### src/pkg/remote_regs_pkg.sv
package remote_regs_pkg;

   // Register byte addresses on the serial-port access path
   localparam logic [15:0] REMOTE_CHANNEL_SETUP_ADDR = 16'he708;
   localparam logic [15:0] SERIAL_PORT_LOCK_ADDR     = 16'hea00;

   // Field positions, remote-channel register
   localparam int PHASE_A_SEL_BIT   = 0;
   localparam int PHASE_B_SEL_BIT   = 1;
   localparam int PHASE_C_SEL_BIT   = 2;
   localparam int NEUTRAL_SEL_BIT   = 3;
   localparam int CLOCK_OUT_DIS_BIT = 6;
   localparam int SOFT_RESET_BIT    = 7;
   localparam logic [7:0] REMOTE_CHANNEL_WMASK = 8'h4F;

   // Field position, port-lock register
   localparam int PORT_LOCK_BIT = 0;

   // Values after reset
   localparam logic [7:0] REMOTE_CHANNEL_RESET = 8'h0F;
   localparam logic [7:0] SERIAL_PORT_LOCK_RESET = 8'h00;

   // Slave-select toggles that switch the device to its SPI port
   localparam logic [1:0] SPI_SELECT_TOGGLES = 2'h3;

   // Remote soft-reset pulse length, least time
   localparam int SOFT_RESET_PULSE_NS = 1000;
   localparam int CLK_SYS_PERIOD_NS   = 25;
   localparam int SOFT_RESET_CYCLES   =
      (SOFT_RESET_PULSE_NS + CLK_SYS_PERIOD_NS - 1) / CLK_SYS_PERIOD_NS;

   // Remote clock output: half period in clk_sys cycles
   localparam int CLOCK_OUT_HALF_CYCLES = 5;

endpackage

### src/pkg/port_select_if.sv
`timescale 1ns/10ps
interface port_select_if;
   logic lock_write;     // Pulse: a write reached the port-lock register
   logic lock_value;     // Data bit written to the port-lock field
   logic spi_active;     // SPI is the chosen serial port
   logic locked;         // Serial-port choice is locked

   modport regs (output lock_write, output lock_value, input spi_active, input locked);
   modport selector (input lock_write, input lock_value, output spi_active, output locked);
endinterface

### src/rtl/serial_port_selector.sv
`timescale 1ns/10ps
module serial_port_selector (
   // Clock and reset
   input  wire logic clk_sys,
   input  wire logic rst,
   // Slave-select pin, asynchronous
   input  wire logic select_or_stream_active_pin,
   // Lock handshake with the register bank
   port_select_if.selector sel
);

   typedef struct packed {
      logic       ss_meta;
      logic       ss_sync;
      logic       ss_prev;
      logic [1:0] toggles;
      logic       spi_active;
      logic       locked;
   } sel_state_t;

   sel_state_t state;
   sel_state_t next_state;

   // Count low pulses on the pin; lock freezes the choice until reset
   always_comb begin
      next_state = state;
      next_state.ss_meta = select_or_stream_active_pin;
      next_state.ss_sync = state.ss_meta;
      next_state.ss_prev = state.ss_sync;
      if (!state.locked && !state.spi_active && state.ss_sync && !state.ss_prev) begin
         next_state.toggles = state.toggles + 2'h1;
         if (state.toggles + 2'h1 == remote_regs_pkg::SPI_SELECT_TOGGLES) begin
            next_state.spi_active = 1'b1;
         end
      end
      // In SPI any write locks; in I2C only a written 1 does
      if (sel.lock_write && (state.spi_active || sel.lock_value)) begin
         next_state.locked = 1'b1;
      end
      // Nothing but reset clears the lock or the chosen port
      if (state.locked) begin
         next_state.spi_active = state.spi_active;
         next_state.toggles    = state.toggles;
      end
   end

   always_ff @(posedge clk_sys) begin
      if (rst) begin
         state <= '{ss_meta: 1'b1, ss_sync: 1'b1, ss_prev: 1'b1, toggles: 2'h0,
                    spi_active: 1'b0, locked: 1'b0};
      end else begin
         state <= next_state;
      end
   end

   assign sel.spi_active = state.spi_active;
   assign sel.locked     = state.locked;

endmodule // serial_port_selector

### src/rtl/remote_channel_and_port_lock_regs.sv
`timescale 1ns/10ps
module remote_channel_and_port_lock_regs #(
   parameter int CLOCK_HALF = remote_regs_pkg::CLOCK_OUT_HALF_CYCLES,
   parameter int SR_CYCLES  = remote_regs_pkg::SOFT_RESET_CYCLES
) (
   // Clock and reset
   input  wire logic        clk_sys,
   input  wire logic        rst,
   // Register access from the serial-port engine
   input  wire logic        reg_wr_en,
   input  wire logic        reg_rd_en,
   input  wire logic [15:0] reg_addr,
   input  wire logic [7:0]  reg_wdata,
   output logic      [7:0]  reg_rdata,
   output logic             reg_rd_valid,
   // Serial-port choice
   input  wire logic        select_or_stream_active_pin,
   output logic             spi_port_active,
   output logic             port_choice_locked,
   // Remote converter controls
   output logic             phase_a_second_channel_select,
   output logic             phase_b_second_channel_select,
   output logic             phase_c_second_channel_select,
   output logic             neutral_second_channel_select,
   output logic             remote_clock_output_pin,
   output logic             remote_converter_soft_reset
);

   // Counter widths sized so the loaded value always fits
   localparam int SR_W  = $clog2(SR_CYCLES + 1);
   localparam int DIV_W = $clog2(CLOCK_HALF + 1);
   localparam logic [SR_W-1:0]  SR_LOAD  = SR_W'(SR_CYCLES);
   localparam logic [DIV_W-1:0] DIV_LAST = DIV_W'(CLOCK_HALF - 1);

   typedef struct packed {
      logic [7:0]       chan;
      logic [7:0]       rdata;
      logic             rd_valid;
      logic [SR_W-1:0]  sr_count;
      logic [DIV_W-1:0] div_count;
      logic             clk_out;
   } regs_state_t;

   // State after reset: selects on the external inputs, remote clock
   // enabled and starting high, no pulse pending, no read answer
   localparam regs_state_t RESET_STATE = '{
      chan:      remote_regs_pkg::REMOTE_CHANNEL_RESET,
      rdata:     8'h00,
      rd_valid:  1'b0,
      sr_count:  '0,
      div_count: '0,
      clk_out:   1'b1
   };

   regs_state_t state;
   regs_state_t next_state;

   // Address decode
   logic       hit_chan;
   logic       hit_lock;
   // Qualified accesses
   logic       wr_chan;
   logic       wr_lock;
   logic       rd_chan;
   logic       rd_lock;
   // Remote-side helpers
   logic       soft_start;
   logic       sr_busy;
   logic       clock_stopped;
   logic       div_wrap;
   // Register images
   logic [7:0] chan_written;
   logic [7:0] chan_image;
   logic [7:0] lock_image;
   logic [7:0] read_word;

   port_select_if sel ();

   // Pin watch and lock keeping
   serial_port_selector u_selector (
      .clk_sys                     (clk_sys),
      .rst                         (rst),
      .select_or_stream_active_pin (select_or_stream_active_pin),
      .sel                         (sel.selector)
   );

   // Address decode
   assign hit_chan = (reg_addr == remote_regs_pkg::REMOTE_CHANNEL_SETUP_ADDR);
   assign hit_lock = (reg_addr == remote_regs_pkg::SERIAL_PORT_LOCK_ADDR);

   // Strobes qualified by address; unmapped addresses fall through
   assign wr_chan = reg_wr_en && hit_chan;
   assign wr_lock = reg_wr_en && hit_lock;
   assign rd_chan = reg_rd_en && hit_chan;
   assign rd_lock = reg_rd_en && hit_lock;

   // Lock request; the selector decides by the active port
   assign sel.lock_write = wr_lock;
   assign sel.lock_value = reg_wdata[remote_regs_pkg::PORT_LOCK_BIT];

   // Reserved bits masked at the door, so they never hold a one
   assign chan_written = reg_wdata & remote_regs_pkg::REMOTE_CHANNEL_WMASK;

   // A written 1 in bit 7 starts the pulse; it is never stored as such
   assign soft_start = wr_chan && reg_wdata[remote_regs_pkg::SOFT_RESET_BIT];
   assign sr_busy    = (state.sr_count != '0);

   // Divider status for the remote clock
   assign clock_stopped = state.chan[remote_regs_pkg::CLOCK_OUT_DIS_BIT];
   assign div_wrap      = (state.div_count == DIV_LAST);

   // Setup read image: stored fields plus the live pulse status
   always_comb begin
      chan_image = state.chan;
      chan_image[remote_regs_pkg::SOFT_RESET_BIT] = sr_busy;
   end

   // Lock read image: only the lock state, reserved bits zero
   always_comb begin
      lock_image = 8'h00;
      lock_image[remote_regs_pkg::PORT_LOCK_BIT] = sel.locked;
   end

   // Read mux; unmapped addresses read zero
   always_comb begin
      read_word = 8'h00;
      if (rd_chan) begin
         read_word = chan_image;
      end else if (rd_lock) begin
         read_word = lock_image;
      end
   end

   // Next-state logic for registers, soft-reset timer and clock output
   always_comb begin
      next_state = state;

      // Read answer stands for the one cycle after the request
      next_state.rd_valid = reg_rd_en;
      next_state.rdata    = read_word;

      // Writable fields only
      if (wr_chan) begin
         next_state.chan = chan_written;
      end

      // Pulse self-clears; a new start during a pulse restarts the full
      // length, so the remotes always see at least the documented width
      if (soft_start) begin
         next_state.sr_count = SR_LOAD;
      end else if (sr_busy) begin
         next_state.sr_count = state.sr_count - SR_W'(1);
      end

      // Clock output: divider runs only while enabled, else held high
      if (clock_stopped) begin
         next_state.div_count = '0;
         next_state.clk_out   = 1'b1;
      end else if (div_wrap) begin
         next_state.div_count = '0;
         next_state.clk_out   = ~state.clk_out;
      end else begin
         next_state.div_count = state.div_count + DIV_W'(1);
      end
   end

   // Select bits reset to external input; lock register resets clear
   always_ff @(posedge clk_sys) begin
      if (rst) begin
         state <= RESET_STATE;
      end else begin
         state <= next_state;
      end
   end

   // Channel steering: 0 measures temperature, 1 the external input
   assign phase_a_second_channel_select = state.chan[remote_regs_pkg::PHASE_A_SEL_BIT];
   assign phase_b_second_channel_select = state.chan[remote_regs_pkg::PHASE_B_SEL_BIT];
   assign phase_c_second_channel_select = state.chan[remote_regs_pkg::PHASE_C_SEL_BIT];
   assign neutral_second_channel_select = state.chan[remote_regs_pkg::NEUTRAL_SEL_BIT];

   // Remote clock straight from a flip-flop; soft reset decoded from the nonzero pulse counter
   assign remote_clock_output_pin     = state.clk_out;
   assign remote_converter_soft_reset = (state.sr_count != '0);

   // Host answers and port status
   assign reg_rdata          = state.rdata;
   assign reg_rd_valid       = state.rd_valid;
   assign spi_port_active    = sel.spi_active;
   assign port_choice_locked = sel.locked;

endmodule // remote_channel_and_port_lock_regs

### config.mk
export PLATFORM = sky130hd
export DESIGN_NAME = remote_channel_and_port_lock_regs
export DESIGN_NICKNAME = d
export VERILOG_FILES = /design/src/pkg/remote_regs_pkg.sv /design/src/pkg/port_select_if.sv /design/src/rtl/serial_port_selector.sv /design/src/rtl/remote_channel_and_port_lock_regs.sv
export SDC_FILE = /design/constraint.sdc
export NUM_CORES = 1
export LEC_CHECK = 0
export BUFFER_PORTS_ARGS = -buffer_cell sky130_fd_sc_hd__buf_2
export CAP_MARGIN = 15
export CELL_PAD_IN_SITES_DETAIL_PLACEMENT = 0
export CELL_PAD_IN_SITES_GLOBAL_PLACEMENT = 1
export CORE_UTILIZATION = 38
export CTS_CLUSTER_DIAMETER = 30
export DETAILED_ROUTE_END_ITERATION = 6
export PLACE_DENSITY = 0.82
export SYNTH_ARGS = -nofsm -noshare
export SYNTH_HDL_FRONTEND = slang
export SYNTH_SLANG_ARGS = --single-unit
### constraint.sdc
create_clock -name clk_sys -period 3.8 [get_ports clk_sys]
set_input_delay 0.76 -clock clk_sys [delete_from_list [all_inputs] [get_ports clk_sys]]
set_output_delay 0.76 -clock clk_sys [all_outputs]
set_load 0.01 [all_outputs]
==> results of run 1 <==
==> cells by family (layout without fill, tap and decap cells) <==
family | after synthesis | after routing | synth area share [%]
mux | 7 | 7 | 5.600
compound gates | 10 | 10 | 5.700
fa+ha+maj | 4 | 4 | 4.000
simple gates | 52 | 52 | 26.20
flops | 29 | 29 | 46.40
xor+xnor | 4 | 4 | 2.801
buf+inv | 20 | 57 | 9.000
other cells | 1 | 2 | 0.2997
==> power by group through the flow <==
stage | logic (µW) | clock network, µW | registers, µW
3_5_place_dp | 205 | 0 | 367
3_3_place_gp | 194 | 0 | 364
6_report | 205 | 213 | 360
5_1_grt | 229 | 233 | 364
4_1_cts | 207 | 220 | 360
2_1_floorplan | 158 | 0 | 361
==> path summary, 6_finish.rpt <==
| check | startpoint | to | slack (ns) |
|---|---|---|---|
| worst min register to register | u_selector.next_state[5] | u_selector.next_state[4] | 0.42 |
| worst max-delay path | state[4] | remote_converter_soft_reset | 1.15 |
| worst min-delay path | u_selector.next_state[5] | u_selector.next_state[4] | 0.42 |
| worst max register to register | state[4] | state[5] | 1.94 |
==> cell usage in the layout (no fill, tap or decap), types with 4 or more instances in the layout <==
master and instances:
a21oi_1 5, and2_1 5, buf_2 41, clkbuf_4 5
dfxtp_1 29, ha_1 4, inv_1 8, mux2i_1 7
nor2_1 14, nor3_1 4
==> critical path, cell delays in order (launching register included) <==
cell and delay, ns:
dfxtp_1 0.32, inv_1 0.09, ha_1 0.22, or3b_1 0.45, nor3_4 0.22, inv_1 0.12
buf_2 0.15
==> registers in the layout (all words and copies together), names as in the netlist <==
| register | count |
|---|---|
| chan_image | 1 |
| neutral_second_channel_select | 1 |
| phase_a_second_channel_select | 1 |
| phase_b_second_channel_select | 1 |
| phase_c_second_channel_select | 1 |
| reg_rd_valid | 1 |
| reg_rdata | 6 |
| remote_clock_output_pin | 1 |
| state | 9 |
| u_selector.next_state | 2 |
| u_selector.sel.locked | 1 |
| u_selector.sel.spi_active | 1 |
| u_selector.state | 3 |
==> metrics by stage <==
| step | instances | instance area, µm² | setup WS [ns] | hold WS (ns) |
|---|---|---|---|---|
| 2_1_floorplan | 128 | 1255 | 1.743 | 0.3895 |
| 3_3_place_gp | 201 | 1433 | 1.471 | 0.4009 |
| 3_5_place_dp | 201 | 1433 | 1.423 | 0.4065 |
| 4_1_cts | 209 | 1503 | 1.139 | 0.4262 |
| 5_1_grt | 209 | 1503 | 1.017 | 0.4611 |
| 6_report | 209 | 1503 | 1.155 | 0.4209 |
==> layout make-up <==
class / instances / area [µm²] / share of cell area, %
clock buffers: 7 / 65.06 / 4.330
clock inverters: 1 / 5.005 / 0.3331
inverters: 8 / 30.03 / 1.998
multi-input cells: 79 / 561.8 / 37.39
flip-flops and latches: 29 / 580.6 / 38.63
well taps: 44 / 55.05 / 3.664
repair buffers: 41 / 205.2 / 13.66
==> routing by layer <==
layer | track usage [%] | vias to the layer above
met5 | 0 | -
met4 | 8.844 | 0
met3 | 8.734 | 7
met2 | 28.57 | 22
met1 | 14.91 | 469
li1 | - | 499
==> results.yml, run 1 <==
outcome:
  status: "complete, no violations"
sta:
  slew-limit-headroom_pct: 51.87
  fin_worst_skew_ns: 0.005758
  report.final.hold_viol_count: 0
  fmax_mhz: 378.0
  final.min_clock_period_ns: 2.645
  rsz0062_at_grt: "no"
  final-setup-viol-count: 0
  final.setup.tns_ns: 0
  slew_viol_final: 0
  post-route-period-util_pct: 69.61
  max_slew.worst_pin.slew_ns: 0.7120
place:
  gpl.final_weighted_congestion: 0.7346
  placed_wire_length_estimate_after_detailed_placement_mm: 1.768
  port_buffers: 41
synth:
  ys_seq_area_share_pct: 46.40
  async_reset_ff_share_pct: 0
  synth_area_um2: 1251
  top_cells_by_area_synth: "dfxtp_1 (46%), mux2i_1 (5.6%), buf_4 (4.8%)"
  yosysTopAreaCellShare_pct: 46.40
  synth_enable_flop_cells: 0
  count_of_different_cell_masters_after_synthesis: 37
  synthDominantAreaCellType: "dfxtp_1"
  ys_seq_elements: 29
  postSynth.topFlopCell: "dfxtp_1"
  most_common_cell_in_the_synthesized_netlist: "dfxtp_1"
  yosys-top-cells-count: "dfxtp_1 (29), nor2_1 (14), buf_4 (8), inv_1 (8), mux2i_1 (7)"
  netlist_instances: 127
  syn_area_per_cell_um2: 9.852
  yosys_warnings: 0
detailed_routing:
  met2_wirelength_mm: 1.244
  highest_layer: "met4"
  via_per_inst: 4.770
  detail_route.wirelength_mm: 2.363
  met1Wirelength_um: 942
  post-route-drc-count: 0
  dr.pass1.iters: 2
  wl_met3_um: 130
  postRouteAntennaNets: 0
  wl_per_cell_um: 11.31
  detailedRoute.firstIterationViolations: 18
  dr_total_vias: 997
floorplan:
  initial_core_util_pct: 40.65
  pin_count: 46
  die_x_um: 59.38
  row_count: 20
  floorplan.die_area_um2: 3526
  core_um2: 3078
  die_height_um: 59.38
power:
  share_clk_of_total_power_pct: 27.4
  post-layout-total-power_uw: 778.1
  p_switching_uw: 237.0
  power.static_leakage_uw: 0.0006624
  netSwitchingFraction_pct: 30.46
  vdd_drop_max_v: 0.0001929
  cell_internal_pwr_uw: 541.1
  share_comb_of_total_power_pct: 26.3
  p_per_area_nw_per_um2: 517.8
  power.share.sequential_pct: 46.3
clock_tree:
  clock_path_buffers: 2
  cts.reportedPaths.clkPinSlew_ns: 0.09
  cts.repair_timing.setup_buffer_count: 0
  cts_made_buffers: 5
  cts.sinks: 29
  root_buffer: "clkbuf_4"
  cts_resized: 0
  tritoncts: "built"
  post_cts_hold_buffers: 0
  htree_levels: 2
  clk-insertion-delay-late_ns: 0.33
global_route:
  first_pass_grt_wire_length_mm: 4.015
  grt_start_max_net_pins: 27
  grt_pass1_vias: 985
  initial_antenna_violation_count: 0
  grt_overflow: 0
  globalRouteTotalUtil_pct: 16.27
critical_path:
  critical_path.startpoint_type: "register"
  end_kind: "primary output"
  arrival_ns: 1.89
  timing.setup.critical_path_class: "register to primary output"
  critical_path.max_fanout: 4
  reg2regPathDepth: 6
  timing.critical_path.required_ns: 3.04
finish:
  fillCellCount: 316
  syn_to_final_growth_pct: 20.10
  antenna_cells_inserted: 0
  final_core_utilization_pct: 48.82
  design.final.nets: 197
  final_layout_size_suffix_gt1_share_pct: 35.76
worst_hold_path:
  min-delay-path-class: "register to register"
  hold-path-cell-count: 1
job:
  maxCapViolCount: 0
Power figures use the tool's default switching activity.
==> inputs of run 2 (changes only) <==
- ABC_AREA: default -> 1
- CORE_UTILIZATION: 38 -> 34
- PLACE_DENSITY: 0.82 -> 0.78
- clock period: 3.8 -> 2.5 ns (I/O delays scaled with it)
==> run 2 against run 1 <==
  * Routed wire length fell by 1.1%
  * Setup slack got worse by 0.56 ns
  * Global-route usage fell by 2.6 points
  * Clock-buffer cell count did not move
  * Clock power rose by 79%
  * Synthesized area rose by 3.6%
  * Register-to-register slack got worse by 0.75 ns
  * First-iteration DRC count rose by 120%
  * Synthesized cell count rose by 35%
  * Critical path type unchanged
  * Critical endpoint unchanged
  * Largest cell class unchanged
==> results.yml, run 2 <==
synth:
  yosys-top-cells-count: "nand2_1 (30), dfxtp_1 (29), inv_1 (29), nor2_1 (29), nand3_1 (10)"
  most_common_cell_in_the_synthesized_netlist: "nand2_1"
  top_cells_by_area_synth: "dfxtp_1 (45%), nand2_1 (8.7%), inv_1 (8.4%)"
  synthDominantAreaCellType: "dfxtp_1"
  syn_area_per_cell_um2: 7.536
  ys_seq_area_share_pct: 44.79
  count_of_different_cell_masters_after_synthesis: 23
  synth_enable_flop_cells: 0
  synth_area_um2: 1296
  yosys_warnings: 0
  yosysTopAreaCellShare_pct: 44.79
  postSynth.topFlopCell: "dfxtp_1"
  netlist_instances: 172
  ys_seq_elements: 29
  async_reset_ff_share_pct: 0
clock_tree:
  tritoncts: "built"
  post_cts_hold_buffers: 0
  cts.repair_timing.setup_buffer_count: 0
  clk-insertion-delay-late_ns: 0.28
  root_buffer: "clkbuf_8"
  cts.sinks: 29
  cts_made_buffers: 5
  clock_path_buffers: 2
  cts.reportedPaths.clkPinSlew_ns: 0.06
  cts_resized: 0
  htree_levels: 2
floorplan:
  die_height_um: 63.75
  floorplan.die_area_um2: 4063
  initial_core_util_pct: 35.41
  row_count: 22
  die_x_um: 63.75
  core_um2: 3661
  pin_count: 46
place:
  port_buffers: 41
  gpl.final_weighted_congestion: 0.7296
  placed_wire_length_estimate_after_detailed_placement_mm: 1.793
  postPlaceCellArea_um2: 1500
critical_path:
  end_kind: "primary output"
  critical_path.max_fanout: 6
  timing.setup.critical_path_class: "register to primary output"
  timing.critical_path.required_ns: 2.00
  arrival_ns: 1.40
  critical_path.startpoint_type: "register"
  reg2regPathDepth: 8
global_route:
  grt_overflow: 0
  first_pass_grt_wire_length_mm: 4.181
  globalRouteTotalUtil_pct: 13.66
  grt_start_max_net_pins: 11
  initial_antenna_violation_count: 0
  grt_pass1_vias: 1030
finish:
  final-seq-area_um2: 580.6
  mostFrequentLayoutCell: "buf_2"
  antenna_cells_inserted: 0
  final_area_um2: 1587
  final_core_utilization_pct: 43.34
  final_layout_size_suffix_gt1_share_pct: 27.83
  multi_input_comb_area_um2: 541.8
  mostFrequentLayoutCells: "buf_2 (41), nand2_1 (30), inv_1 (29), nor2_1 (29), dfxtp_1 (29)"
  fillCellCount: 388
  largest_register_ffs: 9
  design.final.nets: 245
  syn_to_final_growth_pct: 22.39
  regMostFlops: "state"
power:
  vdd_drop_max_v: 0.0002310
  netSwitchingFraction_pct: 31.46
  share_clk_of_total_power_pct: 30.0
  power.static_leakage_uw: 0.0008313
  post-layout-total-power_uw: 1274
  cell_internal_pwr_uw: 873.2
  power.share.sequential_pct: 42.3
  p_switching_uw: 400.8
  p_per_area_nw_per_um2: 803.0
  share_comb_of_total_power_pct: 27.7
detailed_routing:
  via_per_inst: 4.158
  dr.pass1.iters: 4
  detail_route.wirelength_mm: 2.338
  post-route-drc-count: 0
  dr_total_vias: 1081
  postRouteAntennaNets: 0
  wl_per_cell_um: 8.992
  detailedRoute.firstIterationViolations: 39
job:
  maxCapViolCount: 0
sta:
  report.final.hold_viol_count: 0
  post-route-period-util_pct: 76.04
  fin_worst_skew_ns: 0.004532
  slew_viol_final: 0
  post_route_worst_hold_slack_ns: 0.4006
  fmax_mhz: 526.1
  rsz0062_at_grt: "no"
  final.min_clock_period_ns: 1.901
  final-setup-viol-count: 0
  final.setup.tns_ns: 0
outcome:
  status: "complete, no violations"
worst_hold_path:
  hold-path-cell-count: 2
  min-delay-path-class: "input port to register"
==> run 2: critical path, cell delays in order, from the launching register on <==
cell and delay [ns]:
dfxtp_1 0.32, inv_1 0.09, ha_1 0.17, nand2_1 0.09, inv_1 0.12, nand3_2 0.15, buf_2 0.18
==> run 2: power groups by stage <==
stage	logic [µW]	registers (µW)	clock network [µW]
after global placement	355	549	0
after global routing	425	544	411
after floorplan	279	545	0
final	353	539	382
after CTS	357	539	397
after detailed placement	356	548	0
==> run 2: layout make-up <==
class,instances,share of cell area (%)
clock buffers,7,5.442
inverters,30,7.098
well taps,48,3.785
multi-input cells,105,34.15
repair buffers,41,12.93
flip-flops and latches,29,36.59
==> run 2: cells by family after synthesis <==
kind of cell             Yosys count  synth area share [%]
adder cells (fa/ha/maj)            4                 3.861
AO/OA/AOI/OAI                     15                 6.371
other                              1                0.2893
AND/OR/NAND/NOR                   81                 28.96
buffers and inverters             39                 13.71
XOR/XNOR                           3                 2.027
flip-flops                        29                 44.79
==> run 2: final timing paths <==
| kind | endpoint | slack (ns) | from |
|---|---|---|---|
| setup / recovery | remote_converter_soft_reset | 0.60 | state[4] |
| hold / removal | u_selector.next_state[5] | 0.40 | select_or_stream_active_pin |
| setup reg to reg | state[4] | 1.19 | state[4] |
| hold reg to reg | u_selector.next_state[4] | 0.42 | u_selector.next_state[5] |
==> run 2: stage by stage <==
stage	cells	setup slack (ns)
4_1_cts	260	0.5850
2_1_floorplan	173	1.132
5_1_grt	260	0.4767
3_5_place_dp	253	0.8929
6_report	260	0.5991
3_3_place_gp	253	0.8997
==> run 2: layer usage <==
metal / track usage, % / vias up / routed length, µm
met3: 5.179 / 4 / 105
met1: 15.12 / 462 / 1068
met5: 0 / - / 0
met4: 8.807 / 0 / 40
met2: 21.81 / 23 / 1124
li1: - / 592 / -
==> inputs of run 3 (changes only) <==
- clock period: 2.5 -> 1.82 ns (I/O delays scaled with it)
==> run 3 against run 2 <==
  * Die area is the same
  * Worst hold slack lost 0.14 ns
  * Global-route usage shrank 0.12 points
  * Final cell count grew 0.38%
  * Final area grew 2.4%
  * Routed wire length grew 0.51%
  * Sequential cell count is the same
  * Via count shrank 1.6%
  * Sequential power grew 37%
  * Clock power grew 80%
  * Non-clock buffer count is the same
  * Critical endpoint unchanged
  * Largest power group unchanged
==> results.yml, run 3 (synthesis gave the netlist of run 2 again) <==
job:
  maxCapViolCount: 0
sta:
  fmax_mhz: 591.3
  report.final.hold_viol_count: 0
  final.setup.tns_ns: 0
  final.min_clock_period_ns: 1.691
  rsz0062_at_grt: "no"
  fin_worst_skew_ns: 0.006966
  final-setup-viol-count: 0
  post_route_worst_hold_slack_ns: 0.2633
  slew_viol_final: 0
  post-route-period-util_pct: 92.92
finish:
  regMostFlops: "state"
  final-seq-area_um2: 580.6
  antenna_cells_inserted: 0
  mostFrequentLayoutCells: "buf_2 (41), nand2_1 (30), nor2_1 (29), dfxtp_1 (29), inv_1 (28)"
  syn_to_final_growth_pct: 25.29
  multi_input_comb_area_um2: 549.3
  design.final.nets: 245
  mostFrequentLayoutCell: "buf_2"
  final_layout_size_suffix_gt1_share_pct: 28.64
  largest_register_ffs: 9
  fillCellCount: 388
clock_tree:
  clock_path_buffers: 2
  root_buffer: "clkbuf_8"
  cts.repair_timing.setup_buffer_count: 0
  cts.reportedPaths.clkPinSlew_ns: 0.06
  cts_made_buffers: 5
  clk-insertion-delay-late_ns: 0.28
  tritoncts: "built"
  htree_levels: 2
  cts.sinks: 29
worst_hold_path:
  min-delay-path-class: "input port to register"
  worstHoldStart: "select_or_stream_active_pin"
critical_path:
  ff_to_ff_start: "state[4]"
  timing.setup.critical_path_class: "register to primary output"
  critical_path.startpoint_type: "register"
  arrival_ns: 1.33
  crit_buf_inv: 3
  end_kind: "primary output"
  top_delay_family_on_crit_path: "buffers and inverters"
  timing.critical_path.required_ns: 1.46
  max_stage_delay_ns: 0.32
  crit_start: "state[4]"
  slowest_stage: "dfxtp_1"
  critical_path.max_fanout: 6
  critical_path.cell_chain: "inv_1 > ha_1 > nand2_1 > inv_2 > nand3_4 > buf_2"
floorplan:
  initial_core_util_pct: 35.41
  core_um2: 3661
  row_count: 22
  floorplan.die_area_um2: 4063
  die_x_um: 63.75
  die_height_um: 63.75
  pin_count: 46
detailed_routing:
  detail_route.wirelength_mm: 2.350
  detailedRoute.firstIterationViolations: 55
  wl_per_cell_um: 9.004
  postRouteAntennaNets: 0
  post-route-drc-count: 0
  via_per_inst: 4.077
  dr_total_vias: 1064
  dr.pass1.iters: 4
place:
  port_buffers: 41
  gpl.final_weighted_congestion: 0.7687
  placed_wire_length_estimate_after_detailed_placement_mm: 1.759
global_route:
  globalRouteTotalUtil_pct: 13.55
  grt_overflow: 0
  initial_antenna_violation_count: 0
  grt_pass1_vias: 999
  first_pass_grt_wire_length_mm: 4.133
  grt_start_max_net_pins: 11
power:
  post-layout-total-power_uw: 1940
  vdd_drop_max_v: 0.0004516
  power.static_leakage_uw: 0.0008450
  p_per_area_nw_per_um2: 1194
outcome:
  status: "complete, no violations"
[run 3: area by class of cell]
type / count / share of cell area [%]
well taps: 48 / 3.698
inverters: 30 / 6.934
clock inverters: 1 / 1.849
flip-flops and latches: 29 / 35.75
clock buffers: 7 / 5.316
multi-input cells: 105 / 33.82
repair buffers: 41 / 12.63
[run 3: path summary, 6_finish.rpt]
kind,cells after the start,slack (ns),to
worst max-delay path,6,0.13,remote_converter_soft_reset
worst min-delay path,2,0.26,u_selector.next_state[5]
worst max register to register,8,0.57,state[4]
worst min register to register,1,0.41,u_selector.next_state[4]
[run 3: through the flow]
stage          area, µm²  cells  utilization [%]  worst slack (ns)
3_5_place_dp        1500    253            40.98            0.3685
6_report            1624    261            44.36            0.1289
2_1_floorplan       1300    173                -            0.5876
4_1_cts             1617    261            44.16           0.04524
5_1_grt             1624    261            44.36           0.01584
3_3_place_gp        1500    253            40.98            0.3607
[run 3: what timing repair did]
| item | in CTS | in global routing |
|---|---|---|
| setup endpoints to repair | 0 | 1 |
| resized for setup | 0 | 2 |
| hold buffers | 0 | 0 |
[run 3: per-layer routing]
layer  up-vias  GRT usage [%]  wire (µm)
li1        594              -          -
met4         0          9.375         53
met3         6          3.393         97
met1       440          15.66       1077
met5         -              0          0
met2        24          21.81       1121
[run 3: worst register-to-register path, cell delays in order, from the launching register on]
cell	delay, ns
dfxtp_1	0.34
inv_1	0.07
ha_1	0.21
nand2_1	0.12
inv_2	0.08
nand3_4	0.09
xor2_1	0.16
inv_1	0.05
nor2_1	0.09
[run 3: where the power goes]
part	total, µW	internal (µW)	switching, µW
registers	740	703	37.1
clock network	688	446	243
logic	511	207	303
total	1940	1360	583
